File: src/hdl/uap_defines.vh
// Register map, field layout, reset values and encodings of the upper address I/O port
// Assumes an APB slave with 32-bit data and one aligned word per register
`ifndef UAP_DEFINES_VH
`define UAP_DEFINES_VH

// Register indices, the byte address is four times the index
`define UAP_IDX_DATA_LATCH 6
`define UAP_IDX_DIRECTION 8
`define UAP_IDX_FUNCTION 9

// Register byte addresses
`define UAP_ADDR_DATA_LATCH 12'h018
`define UAP_ADDR_DIRECTION 12'h020
`define UAP_ADDR_FUNCTION 12'h024
`define UAP_ADDR_PIN_LEVEL 12'h00C
`define UAP_ADDR_CONFIG_VIEW 12'h010

// Address decode
`define UAP_ADDR_WIDTH 12

// Field layout
`define UAP_PORT_WIDTH 8
`define UAP_ADDR_HIGH_LSB 16

// Reset values
`define UAP_RST_DATA_LATCH 8'h00
`define UAP_RST_DIRECTION 8'h00
`define UAP_RST_FUNCTION 8'h00

// Pin mode encodings {function, direction}
`define UAP_MODE_INPUT 2'b00
`define UAP_MODE_OUTPUT 2'b01
`define UAP_MODE_RSVD 2'b10
`define UAP_MODE_ADDRESS 2'b11

`endif

File: src/hdl/uap_sync.v
// Two-flip-flop synchroniser for a group of pin inputs
// Assumes inputs come from outside the clock domain
`timescale 1ns/1ps
module uap_sync #(
    parameter WIDTH = 8
) (
    input wire clock_i,
    input wire reset_n_i,
    input wire [WIDTH-1:0] async_i,
    output wire [WIDTH-1:0] sync_o
);
    reg [WIDTH-1:0] meta_q;
    reg [WIDTH-1:0] sync_q;

    always @(posedge clock_i or negedge reset_n_i) begin
        if (!reset_n_i) begin
            meta_q <= {WIDTH{1'b0}};
            sync_q <= {WIDTH{1'b0}};
        end else begin
            meta_q <= async_i;
            sync_q <= meta_q;
        end
    end

    assign sync_o = sync_q;
endmodule

File: src/hdl/uap_port.v
// Upper address I/O port: eight pins as input, output or address lines 16 to 23
// Assumes an APB master on clock_i and an external bus controller giving the address
//
// Overview of operation
// - Eight pins, each configured on its own.
// - Function bit clear: direction 0 gives input, 1 gives output.
// - Pins can carry upper memory address bits 16 to 23.
// - Direction and function both 1: pin n drives address bit 16+n.
// - Reset clears latch, direction and function, so all pins input.
// - Data register is readable and writable; latch drives output pins.
//
// Implementation choice: the APB register port.
`timescale 1ns/1ps
`include "uap_defines.vh"
module uap_port #(
    parameter WIDTH = `UAP_PORT_WIDTH
) (
    input wire clock_i,
    input wire reset_n_i,
    input wire psel_i,
    input wire penable_i,
    input wire pwrite_i,
    input wire [31:0] paddr_i,
    input wire [31:0] pwdata_i,
    output wire [31:0] prdata_o,
    output wire pready_o,
    output wire pslverr_o,
    input wire [23:0] bus_address_i,
    input wire [WIDTH-1:0] pin_in_i,
    output reg [WIDTH-1:0] pin_out_o,
    output reg [WIDTH-1:0] pin_oe_n_o
);
    // ----------------------------------------------------------------
    // Registers
    // ----------------------------------------------------------------
    reg [WIDTH-1:0] data_latch_q;
    reg [WIDTH-1:0] direction_q;
    reg [WIDTH-1:0] function_q;
    reg [31:0] prdata_q;
    reg pslverr_q;
    reg [WIDTH-1:0] pin_out_d;
    reg [WIDTH-1:0] pin_oe_n_d;
    reg [31:0] rdata_d;
    reg hit_d;
    wire [WIDTH-1:0] pin_level;
    wire [WIDTH-1:0] addr_high;
    wire setup;
    wire wr_en;
    wire [`UAP_ADDR_WIDTH-1:0] addr;
    wire sel_latch;
    wire sel_direction;
    wire sel_function;
    wire wr_latch;
    wire wr_direction;
    wire wr_function;
    integer i;

    function [1:0] pin_mode;
        input dir_bit;
        input fn_bit;
        begin
            pin_mode = {fn_bit, dir_bit};
        end
    endfunction

    // ----------------------------------------------------------------
    // Helper functions
    // ----------------------------------------------------------------
    // Select one register by byte address
    function reg_match;
        input [`UAP_ADDR_WIDTH-1:0] addr_in;
        input [`UAP_ADDR_WIDTH-1:0] target;
        begin
            reg_match = (addr_in == target);
        end
    endfunction

    // Register byte from the low lane of the write data
    function [WIDTH-1:0] write_byte;
        input [31:0] wdata;
        begin
            write_byte = wdata[WIDTH-1:0];
        end
    endfunction

    assign addr = paddr_i[`UAP_ADDR_WIDTH-1:0];
    assign setup = psel_i && !penable_i;
    assign wr_en = psel_i && penable_i && pwrite_i;
    assign addr_high = bus_address_i[`UAP_ADDR_HIGH_LSB +: WIDTH];
    assign pready_o = 1'b1;
    assign prdata_o = prdata_q;
    assign pslverr_o = pslverr_q;

    // ----------------------------------------------------------------
    // Pin input synchroniser
    // ----------------------------------------------------------------
    uap_sync #(
        .WIDTH(WIDTH)
    ) u_sync (
        .clock_i(clock_i),
        .reset_n_i(reset_n_i),
        .async_i(pin_in_i),
        .sync_o(pin_level)
    );

    // ----------------------------------------------------------------
    // Register writes
    // ----------------------------------------------------------------
    assign sel_latch = reg_match(addr, `UAP_ADDR_DATA_LATCH);
    assign sel_direction = reg_match(addr, `UAP_ADDR_DIRECTION);
    assign sel_function = reg_match(addr, `UAP_ADDR_FUNCTION);
    assign wr_latch = wr_en && sel_latch;
    assign wr_direction = wr_en && sel_direction;
    assign wr_function = wr_en && sel_function;

    always @(posedge clock_i or negedge reset_n_i) begin
        if (!reset_n_i) begin
            data_latch_q <= `UAP_RST_DATA_LATCH;
        end else if (wr_latch) begin
            data_latch_q <= write_byte(pwdata_i);
        end
    end

    always @(posedge clock_i or negedge reset_n_i) begin
        if (!reset_n_i) begin
            direction_q <= `UAP_RST_DIRECTION;
        end else if (wr_direction) begin
            direction_q <= write_byte(pwdata_i);
        end
    end

    always @(posedge clock_i or negedge reset_n_i) begin
        if (!reset_n_i) begin
            function_q <= `UAP_RST_FUNCTION;
        end else if (wr_function) begin
            function_q <= write_byte(pwdata_i);
        end
    end

    // ----------------------------------------------------------------
    // Read decode
    // ----------------------------------------------------------------
    always @* begin
        rdata_d = 32'h0000_0000;
        hit_d = 1'b1;
        case (addr)
            `UAP_ADDR_DATA_LATCH: begin
                rdata_d[WIDTH-1:0] = data_latch_q;
            end
            `UAP_ADDR_DIRECTION: begin
                rdata_d = 32'h0000_0000;
            end
            `UAP_ADDR_FUNCTION: begin
                rdata_d = 32'h0000_0000;
            end
            `UAP_ADDR_PIN_LEVEL: begin
                rdata_d[WIDTH-1:0] = pin_level;
            end
            `UAP_ADDR_CONFIG_VIEW: begin
                rdata_d[WIDTH-1:0] = direction_q;
                rdata_d[8 +: WIDTH] = function_q;
            end
            default: begin
                hit_d = 1'b0;
            end
        endcase
    end

    // ----------------------------------------------------------------
    // Read capture
    // ----------------------------------------------------------------
    // read data capture
    always @(posedge clock_i or negedge reset_n_i) begin
        if (!reset_n_i) begin
            prdata_q <= 32'h0000_0000;
        end else if (setup) begin
            prdata_q <= pwrite_i ? 32'h0000_0000 : rdata_d;
        end
    end

    // Unmapped address error
    always @(posedge clock_i or negedge reset_n_i) begin
        if (!reset_n_i) begin
            pslverr_q <= 1'b0;
        end else if (setup) begin
            pslverr_q <= !hit_d;
        end
    end

    // ----------------------------------------------------------------
    // Pin drive
    // ----------------------------------------------------------------
    always @* begin
        pin_out_d = {WIDTH{1'b0}};
        pin_oe_n_d = {WIDTH{1'b1}};
        for (i = 0; i < WIDTH; i = i + 1) begin
            case (pin_mode(direction_q[i], function_q[i]))
                `UAP_MODE_OUTPUT: begin
                    pin_out_d[i] = data_latch_q[i];
                    pin_oe_n_d[i] = 1'b0;
                end
                `UAP_MODE_ADDRESS: begin
                    pin_out_d[i] = addr_high[i];
                    pin_oe_n_d[i] = 1'b0;
                end
                default: begin
                    pin_out_d[i] = 1'b0;
                    pin_oe_n_d[i] = 1'b1;
                end
            endcase
        end
    end

    // ----------------------------------------------------------------
    // Pin output registers
    // ----------------------------------------------------------------
    // registered pin output values, from the latch or the address per pin
    always @(posedge clock_i or negedge reset_n_i) begin
        if (!reset_n_i) begin
            pin_out_o <= {WIDTH{1'b0}};
        end else begin
            pin_out_o <= pin_out_d;
        end
    end

    always @(posedge clock_i or negedge reset_n_i) begin
        if (!reset_n_i) begin
            pin_oe_n_o <= {WIDTH{1'b1}};
        end else begin
            pin_oe_n_o <= pin_oe_n_d;
        end
    end
endmodule

File: config.mk
export PLATFORM = sky130hd
export DESIGN_NAME = uap_port
export DESIGN_NICKNAME = d
export VERILOG_FILES = /design/src/hdl/uap_sync.v /design/src/hdl/uap_port.v
export VERILOG_INCLUDE_DIRS = /design/src /design/src/hdl
export SDC_FILE = /design/constraint.sdc
export NUM_CORES = 1
export LEC_CHECK = 0
export BUFFER_PORTS_ARGS = -buffer_cell sky130_fd_sc_hd__clkbuf_2
export CAP_MARGIN = 20
export CELL_PAD_IN_SITES_DETAIL_PLACEMENT = 1
export CELL_PAD_IN_SITES_GLOBAL_PLACEMENT = 2
export CORE_MARGIN = 2
export CORE_UTILIZATION = 27
export CTS_CLUSTER_SIZE = 30
export DETAILED_ROUTE_END_ITERATION = 10
export MAX_ROUTING_LAYER = met4
export PLACE_DENSITY_LB_ADDON = 0.1
export REMOVE_ABC_BUFFERS = 1
export SETUP_SLACK_MARGIN = 0.3
export SLEW_MARGIN = 20
export SYNTH_ARGS = -nofsm -noshare
export SYNTH_HDL_FRONTEND = slang
export SYNTH_SLANG_ARGS = --single-unit
export TNS_END_PERCENT = 5
File: constraint.sdc
create_clock -name clock_i -period 1 [get_ports clock_i]
set_input_delay 0.05 -clock clock_i [delete_from_list [all_inputs] [get_ports clock_i]]
set_output_delay 0.05 -clock clock_i [all_outputs]
set_load 0.03 [all_outputs]
======== Yosys cells after proc, flatten, opt, wreduce, memory -nomap -nowiden ========
Cells that the tools add are included.
storage, ports and cells
  bits of input ports ..................... 101
  output and inout bits ................... 50
  register bits ........................... 89
operators by class
  reduce and logical (&&, ||, !) cells .... 17
  equality and inequality tests ........... 21
  muxes and demuxes ....................... 20
operators by type and width
  kind                   count
  $eq A12 B5 Y1 const B  2
  $eq A12 B6 Y1 const B  2
  $pmux W8 S3            1
  $eq A2 B1 Y1 const B   8
  $eq A2 B2 Y1 const B   8
  $mux W16               1
  $pmux W1 S2            8
  $reduce_or A2 Y1       8
  $eq A12 B4 Y1 const B  1
  $mux W1                9
  $mux W8                1
  $logic_and A1 B1 Y1    6
  $reduce_or A5 Y1       1
  $logic_not A1 Y1       2

======== Longest topological paths before layout ========
  depth in word-level cells ............... 4
  depth in mapped cells ................... 6
  mapped depth without buffers ............ 4

======== Hierarchy ========
Synthesis repeated with hierarchy kept, for this count alone.
second synthesis, totals
  cells, all modules ...................... 209
  area, all modules ....................... 2910.3 sq um
modules (own cells, without submodules)
  module    cells an instance  times used  area an instance (sq um)  seq. area each (sq um)
  uap_port  193                1           2509.9                    1436.4
  uap_sync  16                 1           400.4                     400.4

======== Least setup slack after synthesis ========
OpenSTA, ideal clock, no wires.
  path type ............................... in2reg
  start point ............................. in paddr_i[1]
  end point ............................... reg direction_q[0]
  library setup time ...................... 0.125 ns
  path slack .............................. -0.572 ns
  stages on the path ...................... 4
  arrival ................................. 1.447 ns
  path buffers ............................ 0
  required time ........................... 0.875 ns
  cells stage by stage .................... nor4_1 nand2_1 nor4_4 mux2_2
on the way
  word-level cells in the longest chain between the ends .. 2
ends and longest elaborated chain
  what                  RTL line        text
  start, declared       uap_port.v:23   input wire [31:0] paddr_i,
  $eq A12 B6 Y1         uap_port.v:74   reg_match = (addr_in == target);
  $logic_and A1 B1 Y1   uap_port.v:113  assign wr_direction = wr_en && sel_direction;
  end signal, assigned  uap_port.v:126  direction_q <= `UAP_RST_DIRECTION;
  end signal, assigned  uap_port.v:128  direction_q <= write_byte(pwdata_i);
  end, declared         uap_port.v:37   reg [WIDTH-1:0] direction_q;
No other way between the ends.
A chain may end at the register's enable or synchronous reset.

======== Worst setup path after layout ========
  start point ............................. in paddr_i[9]
  end point ............................... reg direction_q[7]
The elaborated chain is that of the path after synthesis.

==> results.ini <==
[status]
outcome=complete, but fails checks
violations_in_the_final_reports=negative hold slack, negative setup slack

[synthesis]
synth_top_area_cell=sky130_fd_sc_hd__dfrtp_1
syn_inst=210
register_area_share_after_synthesis=0.645
synth_cell_types=29
synth.avg_cell_area_sq_um=13.6
post_synthesis_sequential_element_count=73
synth_top_cells_by_area=sky130_fd_sc_hd__dfrtp_1 57%, sky130_fd_sc_hd__mux2_2 9.5%, sky130_fd_sc_hd__dfstp_2 7.4%
yosysTopAreaCellShare=0.571
syn_area_sq_mm=0.00285
yosysWarningCount=0

[die]
fp.dieH_um=107
floorplan.initialDensity=0.277
floorplan_die_width_um=107
fp-row-count=37
floorplan.core_area_sq_mm=0.0103
die_area_sq_mm=0.0114
pin_count=151

[detailed_routing]
drt-wirelength-per-cell_um=15.9
dr_drc_count=0
drtPass1Iterations=4
via_per_inst=4.30
drt_iter0_drc=45
final_antenna_net_count=0
drt_wl_total_mm=7.63
vias_post_dr=2061

[critical_path]
critPathMaxFanout=5
startpoint_type=input pin
critPathKind=input pin to flop
r2r-start=data_latch_q[6]
cp.required_ns=1.22
worst-r2r-cell-count=3
r2r-end=prdata_o[6]
ff2ff_setup_slack_ns=0.01
cp.arrival_ns=1.46
crit_path_end_kind=flop

[worst_hold_path]
timing.hold.worst_path_depth=2
worstHoldStart=pwdata_i[3]
hold_path_end=direction_q[3]
hold_path.class=input pin to flop

[global_routing]
via_count_of_the_first_global_routing_pass=2257
maximum_number_of_pins_on_one_net_before_global_route_repair=41
grt_use_total=0.149
grt_antenna_before_repair=0
grt_first_pass_wirelength_mm=12.4
gr-total-overflow=0

[sta]
timing.final.crit_share=1.24
timing_worst_slew_pin_value_ns=0.515
timing.final.setup_violations=45
max_freq_mhz=808
final_critical_path_setup_slack_ns=-0.237
rsz_0062_raised_after_global_routing=yes
finalHoldWorstSlack_ns=-0.0158
hold_violations=9
fin_worst_skew_ns=0.00941
maxSlewHeadroom=0.655
timing.final.max_slew_violations=0
period_needed_ns=1.24

[placed_design]
dpl_cell_area_sq_mm=0.00358
gp_congestion=0.787
post-dp-hpwl_mm=5.36
port_buffers=73

[power]
power_switching_mw=1.42
leakage_nw=2.10
sw_frac_of_total=0.233
vdd_ir_drop_max_v=0.000642
combinationalPowerShare=0.083
seqPwrFrac=0.493
power.density_mw_per_mm2=1370
power.clock.fraction=0.423
p_int_mw=4.67
total_power_mw=6.09

[clocking]
root_buffer_cell=sky130_fd_sc_hd__clkbuf_8
cts.path.max_buffers=2
cts.sinks=73
inserted_clock_buffers=9
worstSkewPairLatency_ns=0.34
cts_hold_buffers_added=17
ctsHtreeMaxLevel=3
clkTransAtPathRegs_ns=0.07
cts_tree=done

[final_layout]
antennaDiodeCount=0
area.sequential_sq_mm=0.00184
finalInstanceArea_sq_mm=0.00446
layout-drive-gt1-share=0.478
multiInputGateArea_sq_um=965
final.fill_count=1120
net_count_reported_at_finish=439
areaGrowthSynthToFinish_pct=56.6

[flow_run]
timing.max_cap.violations=0

## worst max-delay path: stages
cell                      delay (ns)
sky130_fd_sc_hd__buf_6          0.10
sky130_fd_sc_hd__nor4_4         0.28
sky130_fd_sc_hd__nand2_1        0.11
sky130_fd_sc_hd__buf_6          0.15
sky130_fd_sc_hd__nor4_4         0.28
sky130_fd_sc_hd__buf_4          0.20
sky130_fd_sc_hd__mux2_4         0.30
## cell type report
class                   instances  area share
clock buffers                  11      0.0317
clock inverters                 5      0.0177
inverters                       9     0.00758
multi-input cells             119       0.216
flip-flops and latches         73       0.412
well taps                     136      0.0382
repair buffers                126       0.276
## routing by layer
layer,share of wire,routed length (um),global-route usage,up-vias
li1,-,-,-,957
met5,0,0,-,-
met3,0.052,400,0.0371,16
met4,0.019,145,0.0566,0
met2,0.46,3510,0.217,70
met1,0.47,3570,0.202,1018
## flip-flops by register name, indices dropped and copies added (netlist names)
| name | flops |
|---|---|
| data_latch_q | 8 |
| direction_q | 8 |
| function_q | 8 |
| pin_oe_n_o | 8 |
| pin_out_o | 8 |
| prdata_o | 16 |
| pslverr_o | 1 |
| u_sync.meta_q | 8 |
| u_sync.sync_o | 8 |
## Yosys cell counts
cell                       count
sky130_fd_sc_hd__dfrtp_1      65
sky130_fd_sc_hd__mux2_2       24
sky130_fd_sc_hd__buf_4        17
sky130_fd_sc_hd__a22o_1       16
sky130_fd_sc_hd__nand2_1      10
sky130_fd_sc_hd__inv_1         9
sky130_fd_sc_hd__nor2_1        9
sky130_fd_sc_hd__o21ai_0       9
sky130_fd_sc_hd__a22oi_1       8
sky130_fd_sc_hd__dfstp_2       8
sky130_fd_sc_hd__mux2i_1       8
sky130_fd_sc_hd__clkbuf_1      5
sky130_fd_sc_hd__conb_1        2
sky130_fd_sc_hd__nand2b_1      2
sky130_fd_sc_hd__nor2b_1       2
sky130_fd_sc_hd__nor4_1        2
sky130_fd_sc_hd__nor4_4        2
sky130_fd_sc_hd__a21oi_1       1
sky130_fd_sc_hd__and2_1        1
sky130_fd_sc_hd__and3b_1       1
sky130_fd_sc_hd__buf_1         1
sky130_fd_sc_hd__buf_2         1
sky130_fd_sc_hd__nand3_1       1
sky130_fd_sc_hd__nand4_1       1
sky130_fd_sc_hd__nor3_1        1
sky130_fd_sc_hd__o21bai_1      1
sky130_fd_sc_hd__or3_1         1
sky130_fd_sc_hd__or3b_2        1
sky130_fd_sc_hd__or4_1         1
## stage by stage
stage                     setup TNS, ns  setup slack (ns)  instances  utilization
final                             -5.30            -0.237        479        0.434
after global routing              -8.94            -0.334        479        0.434
after CTS                         -5.33            -0.234        478        0.425
after detailed placement         -23.50            -0.679        444        0.348
after global placement           -22.99            -0.660        444        0.348
after floorplan                  -20.58            -0.630        201            -
## kinds of logic (layout without fill, tap and decap cells)
family	after synthesis	after routing	synth area share
other	2	17	0.00264
muxes	32	32	0.123
DFF	73	73	0.645
buffers and inverters	33	151	0.0664
and+or+nand+nor	35	35	0.0721
AOI/OAI and AO/OA	35	35	0.0905
## power groups by stage
stage	Clock (mW)	Sequential [mW]	Combinational [mW]
after detailed placement	0	3.06	0.424
final	2.58	3.01	0.508
after global placement	0	3.06	0.422
after floorplan	0	3.07	0.144
after CTS	2.64	3.00	0.506
after global routing	2.79	3.01	0.555
## cells in the final DEF, fill, tap and decap left out, types with 2 or more instances in the layout
master,n
sky130_fd_sc_hd__dfrtp_1,65
sky130_fd_sc_hd__clkbuf_2,36
sky130_fd_sc_hd__buf_8,28
sky130_fd_sc_hd__buf_4,23
sky130_fd_sc_hd__conb_1,17
sky130_fd_sc_hd__dlygate4sd3_1,17
sky130_fd_sc_hd__a22o_1,16
sky130_fd_sc_hd__clkbuf_8,16
sky130_fd_sc_hd__buf_6,13
sky130_fd_sc_hd__mux2_4,12
sky130_fd_sc_hd__mux2_2,12
sky130_fd_sc_hd__nand2_1,10
sky130_fd_sc_hd__inv_1,9
sky130_fd_sc_hd__nor2_1,9
sky130_fd_sc_hd__mux2i_1,8
sky130_fd_sc_hd__a22oi_1,8
sky130_fd_sc_hd__dfstp_2,8
sky130_fd_sc_hd__o21ai_1,7
sky130_fd_sc_hd__nor4_4,4
sky130_fd_sc_hd__buf_12,3
sky130_fd_sc_hd__nand2b_1,2
sky130_fd_sc_hd__o21ai_2,2
sky130_fd_sc_hd__clkinv_2,2
sky130_fd_sc_hd__bufinv_16,2
## repair_timing
item / CTS / global route
pin swaps: 11 / 13
endpoints found under the setup margin: 82 / 82
buffers inserted: 1 / 1
endpoints found under the hold margin: 113 / 16
gates resized for setup: 95 / 45
## worst max-delay path by stage
stage                     from  cells after the start         endpoint  slack, ns
floorplan           paddr_i[4]                      4  data_latch_q[0]      -0.63
global placement    paddr_i[9]                      7   direction_q[3]      -0.66
detailed placement  paddr_i[1]                      7   direction_q[5]      -0.68
CTS                 paddr_i[1]                      7   direction_q[5]      -0.23
global route        paddr_i[9]                      7   direction_q[4]      -0.33
finish              paddr_i[9]                      7   direction_q[7]      -0.24
Power figures use the tool's default switching activity.
